==> config.mk <==
export PLATFORM = sky130hd
export DESIGN_NAME = pcl_top
export DESIGN_NICKNAME = d
export VERILOG_FILES = /design/src/pcl_lane_pol.v /design/src/pcl_lane_map.v /design/src/pcl_top.v
export VERILOG_INCLUDE_DIRS = /design/src /design/src/src
export SDC_FILE = /design/constraint.sdc
export NUM_CORES = 1
export LEC_CHECK = 0
export BUFFER_PORTS_ARGS = -buffer_cell sky130_fd_sc_hd__buf_4
export CORE_MARGIN = 4
export CORE_UTILIZATION = 45
export CTS_BUF_LIST = sky130_fd_sc_hd__clkbuf_16
export DETAILED_ROUTE_END_ITERATION = 8
export PLACE_DENSITY = 0.68
export RECOVER_POWER = 50
export SLEW_MARGIN = 0
export SYNTH_ARGS = -nofsm -noshare
export SYNTH_HDL_FRONTEND = slang
export SYNTH_HIERARCHICAL = 1
export SYNTH_SLANG_ARGS = --single-unit
==> constraint.sdc <==
create_clock -name clk_sys -period 2.6 [get_ports clk_sys]
set_input_delay 0.52 -clock clk_sys [delete_from_list [all_inputs] [get_ports clk_sys]]
set_output_delay 0.52 -clock clk_sys [all_outputs]
set_load 0.05 [all_outputs]
==> src/pcl_defines.vh <==
// Register map, field positions and encodings for the port link control block.
`ifndef PCL_DEFINES_VH
`define PCL_DEFINES_VH

// ----------------------------------------
// Register byte addresses
// ----------------------------------------
`define PCL_A_CTL      8'h00
`define PCL_A_STS      8'h04
`define PCL_A_LCAP0    8'h08
`define PCL_A_LSTS0    8'h14
`define PCL_A_SCAP0    8'h20
`define PCL_A_IST_INT  8'h2c
`define PCL_A_IST_EXT  8'h30
`define PCL_A_IACT_INT 8'h34
`define PCL_A_IACT_EXT 8'h38
`define PCL_A_STEP     8'h04

// ----------------------------------------
// Field positions
// ----------------------------------------
`define PCL_CTL_UNLOCK 0
`define PCL_CTL_REV    1
`define PCL_LW_LSB     4
`define PCL_LW_MSB     9
`define PCL_LSTS_DLA   13
`define PCL_LSTS_ROLE  14

// ----------------------------------------
// Link widths and reset values
// ----------------------------------------
`define PCL_W_NONE 6'h00
`define PCL_W_X1   6'h01
`define PCL_W_X2   6'h02
`define PCL_W_X4   6'h04
`define PCL_SCAP_RST 32'h00000000

// ----------------------------------------
// Training state codes and ordered-set identifiers
// ----------------------------------------
`define PCL_LT_L0   4'h3
`define PCL_LT_L0S  4'h4
`define PCL_LT_L1   4'h5
`define PCL_LT_REC  4'h6
`define PCL_TS1_ID  8'h4a
`define PCL_TS2_ID  8'h45
`define PCL_SYM_FIRST 4'h6
`define PCL_SYM_LAST  4'hf

// ----------------------------------------
// Interrupt actions and advertised credits
// ----------------------------------------
`define PCL_ACT_INTX 2'h1
`define PCL_ACT_MSI  2'h2
`define PCL_FC_PH    8'h1e
`define PCL_FC_PD    12'h0cc
`define PCL_FC_NPH   8'h1e
`define PCL_FC_NPD   12'h01e
`define PCL_FC_CPLH  8'h1e
`define PCL_FC_CPLD  12'h0cc

`endif

==> src/pcl_lane_pol.v <==
// Per-lane receive polarity detection and correction.
`timescale 1ns/100ps
`default_nettype none
`include "pcl_defines.vh"

module pcl_lane_pol
(
	// Clock and reset
	input  wire       clk_sys,
	input  wire       rst_n,
	// Received symbols
	input  wire       training,
	input  wire       sym_valid,
	input  wire [3:0] sym_idx,
	input  wire [7:0] sym_in,
	// Corrected symbols
	output reg        inverted,
	output reg  [7:0] sym_out
);

	wire in_range;
	wire seen_norm;
	wire seen_inv;
	wire next_inv;

	// ----------------------------------------
	// Detection
	// ----------------------------------------
	// Only the identifier symbols of TS1 and TS2 are judged, so payload bytes never flip a lane.
	assign in_range  = training && sym_valid &&
	                   (sym_idx >= `PCL_SYM_FIRST) && (sym_idx <= `PCL_SYM_LAST);
	assign seen_norm = in_range && ((sym_in == `PCL_TS1_ID) || (sym_in == `PCL_TS2_ID));
	assign seen_inv  = in_range && ((sym_in == ~`PCL_TS1_ID) || (sym_in == ~`PCL_TS2_ID));
	assign next_inv  = seen_inv ? 1'b1 : (seen_norm ? 1'b0 : inverted);

	always @(posedge clk_sys)
	begin
		if (!rst_n)
		begin
			inverted <= 1'b0;
			sym_out  <= 8'h00;
		end
		else
		begin
			inverted <= next_inv;
			sym_out  <= next_inv ? ~sym_in : sym_in;
		end
	end

endmodule
`default_nettype wire

==> src/pcl_lane_map.v <==
// Static lane reversal mapping and unused-lane selection for one four-lane port.
`timescale 1ns/100ps
`default_nettype none
`include "pcl_defines.vh"

module pcl_lane_map
(
	// Clock and reset
	input  wire        clk_sys,
	input  wire        rst_n,
	// Configuration latched at training
	input  wire        rev,
	input  wire [5:0]  max_w,
	input  wire [5:0]  neg_w,
	// Lane data
	input  wire [31:0] phys_in,
	output reg  [31:0] log_out,
	output reg  [3:0]  phys_unused
);

	// The mapping is its own inverse, so it serves for both directions.
	function [1:0] peer;
		input [1:0] idx;
		input       r;
		input [5:0] mw;
		begin
			if (r && (mw == `PCL_W_X4))
				peer = ~idx;
			else if (r && (mw == `PCL_W_X2) && !idx[1])
				peer = {1'b0, ~idx[0]};
			else
				peer = idx;
		end
	endfunction

	// ----------------------------------------
	// Per-lane mapping
	// ----------------------------------------
	genvar g;
	generate
		for (g = 0; g < 4; g = g + 1)
		begin : lane
			localparam [1:0] IDX = g;
			wire [1:0] src;
			assign src = peer(IDX, rev, max_w);
			always @(posedge clk_sys)
			begin
				if (!rst_n)
				begin
					log_out[8*g+7:8*g] <= 8'h00;
					phys_unused[g]     <= 1'b0;
				end
				else
				begin
					log_out[8*g+7:8*g] <= phys_in[8*src +: 8];
					phys_unused[g]     <= (neg_w != `PCL_W_NONE) &&
					                      ({4'h0, src} >= neg_w);
				end
			end
		end
	endgenerate

endmodule
`default_nettype wire

==> src/pcl_top.v <==
// Link control for three switch ports: polarity, width, reversal, link events and registers.
//
// Function
// - Receiver checks TS1/TS2 identifier symbols for inverted polarity and corrects its data.
// - Polarity is detected and held per lane, independent of other lanes.
// - Each four-lane port negotiates to x4, x2 or x1 at training.
// - Negotiated width is shown in the port's link status register width field.
// - Maximum width field is writable only while the unlock bit is set.
// - A new maximum width applies only at the next training.
// - Lanes unused by a narrower link are put into the low-power state.
// - No automatic reversal; only static reversal chosen per port.
// - Reversal straps are sampled in reset and seed the reversal control bits.
// - Sampled strap values are kept read-only in the switch status register.
// - Training reads the port's reversal bit and reverses its lanes if set.
// - Retraining resets no settings back to their defaults.
// - When a link goes down, its queued received packets are discarded.
// - Packets targeting a port whose link is down are unsupported requests.
// - Configuration access to a down port's bridge is still accepted.
// - A write causing retraining or bus reset always keeps its completion.
// - On link up, credits matching the input buffer size are advertised.
// - Downstream ports send slot power limit on slot write while up, or link up.
// - Port A trains upstream only, B downstream only, C crosslinks with either.
// - Active-low link-up output follows L0, L0s, L1 or Recovery.
// - Link up and down transitions set flags in both endpoint status registers.
// - Each set flag triggers none, INTx or MSI per domain action field.
//
// Implementation choices: the register addresses and strobed register access.
`timescale 1ns/100ps
`default_nettype none
`include "pcl_defines.vh"

module pcl_top
(
	// Clock and reset
	input  wire        clk_sys,
	input  wire        rst_n,
	// Reversal straps
	input  wire        port_a_reverse_strap,
	input  wire        port_b_reverse_strap,
	input  wire        port_c_reverse_strap,
	// Register port
	input  wire [7:0]  reg_addr,
	input  wire [31:0] reg_wdata,
	input  wire        reg_wr,
	input  wire        reg_rd,
	output reg  [31:0] reg_rdata,
	// Receive lanes, twelve lanes, four per port
	input  wire [95:0] rx_sym,
	input  wire [47:0] rx_sym_idx,
	input  wire [11:0] rx_sym_valid,
	output wire [95:0] rx_log_data,
	output wire [11:0] lane_inverted,
	output wire [11:0] lane_l1,
	// Training, per port
	input  wire [11:0] ltssm_state,
	input  wire [2:0]  train_start,
	input  wire [2:0]  train_done,
	input  wire [17:0] partner_width,
	input  wire [2:0]  partner_is_down,
	output wire [2:0]  role_mismatch,
	// Link events and packet handling, per port
	output wire [2:0]  port_link_up_n,
	output wire [2:0]  discard_req,
	output wire [2:0]  ur_route,
	input  wire [2:0]  cfg_retrain_wr,
	input  wire [2:0]  cpl_sent,
	output wire [2:0]  keep_cpl,
	output wire [2:0]  fc_init,
	output reg  [59:0] fc_credits,
	output wire [2:0]  spl_send,
	// Endpoint interrupts, internal then external
	output reg  [1:0]  intx_req,
	output reg  [1:0]  msi_req
);

	// ----------------------------------------
	// Shared control and status registers
	// ----------------------------------------
	reg        write_unlock_bit;
	reg        port_a_reverse_bit;
	reg        port_b_reverse_bit;
	reg        port_c_reverse_bit;
	reg  [2:0] strap_seen;
	reg  [5:0] act_int;
	reg  [5:0] act_ext;

	wire [2:0]  rev_bits;
	wire [95:0] port_rd;
	wire [5:0]  sts_int;
	wire [5:0]  sts_ext;
	wire [5:0]  intx_int;
	wire [5:0]  intx_ext;
	wire [2:0]  msi_int;
	wire [2:0]  msi_ext;
	wire [95:0] lane_fixed;
	wire        wr_ctl;
	wire        wr_ist_int;
	wire        wr_ist_ext;
	reg  [31:0] next_rdata;

	assign rev_bits   = {port_c_reverse_bit, port_b_reverse_bit, port_a_reverse_bit};
	assign wr_ctl     = reg_wr && (reg_addr == `PCL_A_CTL);
	assign wr_ist_int = reg_wr && (reg_addr == `PCL_A_IST_INT);
	assign wr_ist_ext = reg_wr && (reg_addr == `PCL_A_IST_EXT);

	// Straps are caught by the clocked reset branch, so the control bits start from the pins
	// and only a fundamental reset reloads them; retraining leaves them alone.
	always @(posedge clk_sys)
	begin
		if (!rst_n)
		begin
			strap_seen <= {port_c_reverse_strap, port_b_reverse_strap,
			               port_a_reverse_strap};
			port_a_reverse_bit <= port_a_reverse_strap;
			port_b_reverse_bit <= port_b_reverse_strap;
			port_c_reverse_bit <= port_c_reverse_strap;
			write_unlock_bit   <= 1'b0;
			act_int            <= 6'h00;
			act_ext            <= 6'h00;
			fc_credits         <= {`PCL_FC_CPLD, `PCL_FC_CPLH, `PCL_FC_NPD,
			                       `PCL_FC_NPH, `PCL_FC_PD, `PCL_FC_PH};
		end
		else
		begin
			if (wr_ctl)
			begin
				write_unlock_bit   <= reg_wdata[`PCL_CTL_UNLOCK];
				port_a_reverse_bit <= reg_wdata[`PCL_CTL_REV];
				port_b_reverse_bit <= reg_wdata[`PCL_CTL_REV+1];
				port_c_reverse_bit <= reg_wdata[`PCL_CTL_REV+2];
			end
			if (reg_wr && (reg_addr == `PCL_A_IACT_INT))
				act_int <= reg_wdata[5:0];
			if (reg_wr && (reg_addr == `PCL_A_IACT_EXT))
				act_ext <= reg_wdata[5:0];
		end
	end

	// ----------------------------------------
	// Polarity correction, one instance per lane
	// ----------------------------------------
	genvar l;
	generate
		for (l = 0; l < 12; l = l + 1)
		begin : lane
			wire trn;
			assign trn = (ltssm_state[4*(l/4)+3:4*(l/4)] != `PCL_LT_L0);
			pcl_lane_pol u_pol
			(
				.clk_sys   (clk_sys),
				.rst_n     (rst_n),
				.training  (trn),
				.sym_valid (rx_sym_valid[l]),
				.sym_idx   (rx_sym_idx[4*l+3:4*l]),
				.sym_in    (rx_sym[8*l+7:8*l]),
				.inverted  (lane_inverted[l]),
				.sym_out   (lane_fixed[8*l+7:8*l])
			);
		end
	endgenerate

	// ----------------------------------------
	// Per-port link logic
	// ----------------------------------------
	genvar g;
	generate
		for (g = 0; g < 3; g = g + 1)
		begin : port
			localparam [7:0] A_LCAP = `PCL_A_LCAP0 + `PCL_A_STEP * g;
			localparam [7:0] A_LSTS = `PCL_A_LSTS0 + `PCL_A_STEP * g;
			localparam [7:0] A_SCAP = `PCL_A_SCAP0 + `PCL_A_STEP * g;
			localparam       IS_DS  = (g != 0);

			reg  [5:0]  max_width_field;
			reg  [5:0]  max_lat;
			reg         rev_lat;
			reg  [5:0]  negotiated_width;
			reg         role_err;
			reg  [31:0] slot_cap;
			reg         dl_prev;
			reg         up_n;
			reg         disc;
			reg         fcp;
			reg         spl;
			reg         keep;
			reg         up_i;
			reg         dn_i;
			reg         up_e;
			reg         dn_e;
			wire [3:0]  lt;
			wire        dl_up;
			wire        came_up;
			wire        went_down;
			wire [5:0]  pw;
			wire [5:0]  next_w;
			wire        role_ok;
			wire [31:0] link_status_reg;

			assign lt        = ltssm_state[4*g+3:4*g];
			assign dl_up     = (lt == `PCL_LT_L0) || (lt == `PCL_LT_L0S) ||
			                   (lt == `PCL_LT_L1) || (lt == `PCL_LT_REC);
			assign came_up   = dl_up && !dl_prev;
			assign went_down = !dl_up && dl_prev;
			assign pw        = partner_width[6*g+5:6*g];
			// Port A needs a downstream partner, B an upstream one, C takes either.
			assign role_ok   = (g == 2) || (partner_is_down[g] == (g == 0));
			assign next_w    = (pw < max_lat) ? pw : max_lat;

			always @(posedge clk_sys)
			begin
				if (!rst_n)
				begin
					max_width_field  <= `PCL_W_X4;
					max_lat          <= `PCL_W_X4;
					rev_lat          <= 1'b0;
					negotiated_width <= `PCL_W_NONE;
					role_err         <= 1'b0;
					slot_cap         <= `PCL_SCAP_RST;
					dl_prev          <= 1'b0;
					up_n             <= 1'b1;
					disc             <= 1'b0;
					fcp              <= 1'b0;
					spl              <= 1'b0;
					keep             <= 1'b0;
					up_i             <= 1'b0;
					dn_i             <= 1'b0;
					up_e             <= 1'b0;
					dn_e             <= 1'b0;
				end
				else
				begin
					// Accepted whatever the link state, so a down port stays configurable.
					if (reg_wr && (reg_addr == A_LCAP) && write_unlock_bit &&
					    ((reg_wdata[`PCL_LW_MSB:`PCL_LW_LSB] == `PCL_W_X1) ||
					     (reg_wdata[`PCL_LW_MSB:`PCL_LW_LSB] == `PCL_W_X2) ||
					     (reg_wdata[`PCL_LW_MSB:`PCL_LW_LSB] == `PCL_W_X4)))
						max_width_field <= reg_wdata[`PCL_LW_MSB:`PCL_LW_LSB];
					if (reg_wr && (reg_addr == A_SCAP))
						slot_cap <= reg_wdata;
					// The live link keeps its bound; the field only matters at the next start.
					if (train_start[g])
					begin
						max_lat <= max_width_field;
						rev_lat <= rev_bits[g];
					end
					if (train_done[g])
					begin
						negotiated_width <= role_ok ? next_w : `PCL_W_NONE;
						role_err         <= !role_ok;
					end
					dl_prev <= dl_up;
					up_n    <= !dl_up;
					disc    <= went_down;
					fcp     <= came_up;
					spl     <= IS_DS && (came_up ||
					           (dl_up && reg_wr && (reg_addr == A_SCAP)));
					// A completion marked here is withheld from the discard until sent.
					if (cfg_retrain_wr[g])
						keep <= 1'b1;
					else if (cpl_sent[g])
						keep <= 1'b0;
					// Set wins over a write-one-to-clear in the same cycle.
					up_i <= came_up || (up_i && !(wr_ist_int && reg_wdata[2*g]));
					dn_i <= went_down || (dn_i && !(wr_ist_int && reg_wdata[2*g+1]));
					up_e <= came_up || (up_e && !(wr_ist_ext && reg_wdata[2*g]));
					dn_e <= went_down || (dn_e && !(wr_ist_ext && reg_wdata[2*g+1]));
				end
			end

			assign link_status_reg = {16'h0000, 1'b0, role_err, dl_up, 3'h0,
			                          negotiated_width, 4'h0};
			assign port_rd[32*g+31:32*g] =
				(reg_addr == A_LCAP) ? {22'h0, max_width_field, 4'h0} :
				(reg_addr == A_LSTS) ? link_status_reg :
				(reg_addr == A_SCAP) ? slot_cap : 32'h00000000;

			assign sts_int[2*g+1:2*g]  = {dn_i, up_i};
			assign sts_ext[2*g+1:2*g]  = {dn_e, up_e};
			assign intx_int[2*g+1:2*g] = (act_int[2*g+1:2*g] == `PCL_ACT_INTX) ?
			                             {dn_i, up_i} : 2'b00;
			assign intx_ext[2*g+1:2*g] = (act_ext[2*g+1:2*g] == `PCL_ACT_INTX) ?
			                             {dn_e, up_e} : 2'b00;
			assign msi_int[g] = (came_up || went_down) &&
			                    (act_int[2*g+1:2*g] == `PCL_ACT_MSI);
			assign msi_ext[g] = (came_up || went_down) &&
			                    (act_ext[2*g+1:2*g] == `PCL_ACT_MSI);

			assign port_link_up_n[g] = up_n;
			assign discard_req[g]    = disc && !keep;
			assign ur_route[g]       = up_n;
			assign keep_cpl[g]       = keep;
			assign fc_init[g]        = fcp;
			assign spl_send[g]       = spl;
			assign role_mismatch[g]  = role_err;

			pcl_lane_map u_map
			(
				.clk_sys     (clk_sys),
				.rst_n       (rst_n),
				.rev         (rev_lat),
				.max_w       (max_lat),
				.neg_w       (negotiated_width),
				.phys_in     (lane_fixed[32*g+31:32*g]),
				.log_out     (rx_log_data[32*g+31:32*g]),
				.phys_unused (lane_l1[4*g+3:4*g])
			);
		end
	endgenerate

	// ----------------------------------------
	// Read data and interrupt outputs
	// ----------------------------------------
	always @*
	begin
		next_rdata = port_rd[31:0] | port_rd[63:32] | port_rd[95:64];
		case (reg_addr)
			`PCL_A_CTL:      next_rdata = {28'h0, rev_bits, write_unlock_bit};
			`PCL_A_STS:      next_rdata = {29'h0, strap_seen};
			`PCL_A_IST_INT:  next_rdata = {26'h0, sts_int};
			`PCL_A_IST_EXT:  next_rdata = {26'h0, sts_ext};
			`PCL_A_IACT_INT: next_rdata = {26'h0, act_int};
			`PCL_A_IACT_EXT: next_rdata = {26'h0, act_ext};
			default:         next_rdata = next_rdata;
		endcase
	end

	always @(posedge clk_sys)
	begin
		if (!rst_n)
		begin
			reg_rdata <= 32'h00000000;
			intx_req  <= 2'b00;
			msi_req   <= 2'b00;
		end
		else
		begin
			reg_rdata <= reg_rd ? next_rdata : 32'h00000000;
			intx_req  <= {|intx_ext, |intx_int};
			msi_req   <= {|msi_ext, |msi_int};
		end
	end

endmodule
`default_nettype wire

==> results.py <==
metrics = {
    "floorplanning": {
        "core_um2": 51700,
        "die_area_um2": 56400,
        "start_util": 0.458,
        "rows": 83,
        "die_height_um": 237,
        "die_w_um": 237,
        "num_io_pins": 485,
    },
    "timing": {
        "final.setup.tns_ns": 0,
        "tightestPinTransition_ns": 1.78,
        "finalHoldViolCount": 0,
        "finClkSkew_ns": 0.0239,
        "rsz0062_at_grt": "no",
        "slew_violations": 98,
        "clock.fmax_mhz": 432,
        "min_period_ns": 2.31,
        "setup_viol": 0,
        "maxSlewHeadroom": -0.186,
        "fin_crit_sh": 0.889,
    },
    "logic_synthesis": {
        "avgSynthCellArea_um2": 8.81,
        "ys_types": 86,
        "syn_inst": 2688,
        "syn_area_um2": 23700,
        "synth_async_sr_flop_share": 0,
        "synth-seq-cells": 455,
        "synth_ff_type": "dfxtp_1",
        "synth_edf_count": 6,
        "yosysWarnings": 6,
        "seq_area_frac_synth": 0.387,
    },
    "detailed_routing": {
        "dr.first_iter.drc_count": 1939,
        "vias": 22100,
        "ant_nets": 0,
        "drt_first_pass_iters": 5,
        "drc": 0,
        "via_per_inst": 5.97,
        "routed_wl_um": 75000,
        "wire_per_inst_um": 20.2,
    },
    "global_route": {
        "grt_max_degree": 98,
        "antenna_found_initial": 15,
        "grt-ovfl-total": 0,
        "grt_pass1_wl_um": 115000,
        "grt_pass1_vias": 20600,
        "grt_usage": 0.247,
    },
    "layout": {
        "postLayoutCoreUtil": 0.539,
        "syn2layout_area_growth_pct": 17.6,
        "final_cell_count_no_fill": 3708,
        "nets": 3269,
        "drive_gt1_frac": 0.180,
    },
    "status": {
        "outcome": "finished with violations",
        "violations": "max-capacitance violations, max-slew violations",
    },
    "placed_design": {
        "dp_hpwl_um": 54900,
        "gp_congestion": 0.906,
        "dp.cells": 3612,
        "io_buffers": 409,
    },
    "worst_setup_path": {
        "worstSetupPathType": "flip-flop to flip-flop",
        "rr_endpoint": "port[2].u_map/phys_unused[0]",
        "cp-endpoint": "port[2].u_map/phys_unused[0]",
        "crit_start": "port[2].max_lat[5]",
        "required_ns": 3.07,
        "critPathSlowestCell": "or4b_1",
        "cpPeakStageDelay_ns": 0.64,
        "cp_data_arrival_time_ns": 2.78,
        "cp_cell_sequence": "or4b_1 > nor2_4 > inv_2 > ha_1 > o21ba_2 > nand2_1 > o211a_1",
        "r2r_start": "port[2].max_lat[5]",
        "ff2ff_setup_slack_ns": 0.29,
        "start_kind": "flip-flop",
        "end_kind": "flip-flop",
        "crit_fanout": 18,
        "reg2reg_depth": 7,
    },
    "clock_network": {
        "cts.sinks": 455,
        "cts.repair.resized": 0,
        "htreeDepth": 2,
        "cts_tree": "built",
        "clk-insertion-delay-late_ns": 0.59,
        "path_clk_slew_ns": 0.06,
        "cts_setup_buffers": 0,
        "hold_buffers": 0,
        "numCtsBuffers": 49,
        "cts_root_buffer": "clkbuf_16",
        "clock_path_buffers": 3,
    },
    "power": {
        "power.leakage_nw": 10.7,
        "power_per_cell_area_nw_per_um2": 598,
        "pwr-share-comb": 0.146,
        "p_int_mw": 12.0,
        "power_frac_seq": 0.445,
        "swShare": 0.280,
        "clkPwrFrac": 0.409,
        "switching_power_mw": 4.67,
        "peakVddDrop_v": 0.000447,
    },
    "flow_run": {
        "maxCapViolations": 1,
    },
    "worst_hold_path": {
        "min_path_type": "primary input to flip-flop",
    },
}
-- worst max-delay path, delay by kind of cell (launching register included) --
kind / cells / cell delay (ns)
AO/OA/AOI/OAI: 2 / 0.37
AND/OR/NAND/NOR: 3 / 0.87
buffers and inverters: 1 / 0.18
adder cells (fa/ha/maj): 1 / 0.40
flip-flops: 1 / 0.38
-- per-stage QoR --
stage,cell area [um2],worst slack (ns),hold slack (ns),power [mW]
floorplan,23900,0.472,0.433,9.20
global placement,26700,0.330,0.440,10.0
detailed placement,26700,0.300,0.446,10.0
CTS,28300,0.300,0.0788,16.9
global route,27900,0.142,0.0937,17.3
finish,27900,0.287,0.113,16.7
-- how the worst min path moves through the flow --
stage | start | end | cells after the start
after floorplan | port[2].slot_cap[8] | port[2].slot_cap[8] | 2
after global placement | port[2].slot_cap[8] | port[2].slot_cap[8] | 2
after detailed placement | port[2].slot_cap[29] | port[2].slot_cap[29] | 2
after CTS | port_b_reverse_strap | strap_seen[1] | 1
after global routing | partner_is_down[0] | port[0].role_err | 2
final | partner_is_down[0] | port[0].role_err | 2
-- layer usage --
| layer | share of wire | up-vias | track usage | wire length (um) |
|---|---|---|---|---|
| met1 | 0.42 | 10600 | 0.325 | 31400 |
| met2 | 0.47 | 899 | 0.404 | 35400 |
| met5 | 0.00081 | - | 0 | 61 |
| met3 | 0.074 | 147 | 0.0468 | 5510 |
| met4 | 0.035 | 8 | 0.0945 | 2600 |
| li1 | - | 10500 | - | - |
-- cells in the final DEF (no fill, tap or decap), types with 20 or more instances in the layout --
cell and instances:
a221oi_1 31, nand3b_1 37, a21oi_1 193, a311oi_1 25
nand2b_1 33, o21a_1 20, and4bb_2 24, clkbuf_1 113
o2111ai_1 96, nand2_1 315, dfxtp_1 449, nor3_1 30
conb_1 62, a211oi_1 26, o41ai_1 32, o21ai_0 32
o211ai_1 70, nor2_1 128, nand3_1 47, clkbuf_16 50
o41ai_2 24, mux2i_1 101, ha_1 38, buf_4 350
inv_1 152, nand4_1 159, a22oi_1 48, o21ai_1 20
-- logic make-up (layout without fill, tap and decap cells) --
group / Yosys count / after routing / synth area share
DFF: 455 / 455 / 0.387
xor gates and xnor gates: 5 / 5 / 0.00185
buffers and inverters: 440 / 709 / 0.0948
muxes: 108 / 108 / 0.0460
other: 2 / 73 / 0.000317
adders and majority gates: 38 / 38 / 0.0201
and+or+nand+nor: 906 / 906 / 0.218
AOI/OAI and AO/OA: 734 / 734 / 0.232
-- layout make-up --
cell class	count	area, um2
Tap cell	680	851
Timing Repair Buffer	474	3170
Multi-Input combinational cell	1853	12500
Antenna cell	11	27.5
Inverter	150	566
Clock buffer	50	1250
Clock inverter	35	318
Sequential cell	455	9170
Fill cell	4854	23900
-- registers in the layout, summed over array words and instances (netlist names), 6 cells and up --
signal,count
act_ext,6
act_int,6
lane.u_pol/inverted,12
lane.u_pol/sym_out,96
port.max_lat,18
port.max_width_field,18
port.negotiated_width,18
port.slot_cap,96
port.u_map/log_out,96
port.u_map/phys_unused,12
reg_rdata,32
-- power by group through the flow --
stage | clock network [mW] | registers [mW] | logic, mW
2_1_floorplan | 0 | 7.83 | 1.36
4_1_cts | 6.98 | 7.41 | 2.49
3_3_place_gp | 0 | 7.56 | 2.43
6_report | 6.83 | 7.41 | 2.43
3_5_place_dp | 0 | 7.56 | 2.48
5_1_grt | 7.26 | 7.43 | 2.60
-- synthesized netlist by cell type (all sizes together), types with 52 or more instances --
| master | n | share of area |
|---|---|---|
| inv | 150 | 0.024 |
| a21oi | 193 | 0.041 |
| o2111ai | 108 | 0.043 |
| o41ai | 56 | 0.028 |
| nor2 | 132 | 0.021 |
| mux2i | 101 | 0.043 |
| o211ai | 70 | 0.022 |
| buf | 192 | 0.055 |
| o21ai | 52 | 0.011 |
| nand2 | 316 | 0.050 |
| clkbuf | 98 | 0.016 |
| nand4 | 159 | 0.042 |
| dfxtp | 449 | 0.38 |
Power figures use the tool's default switching activity.
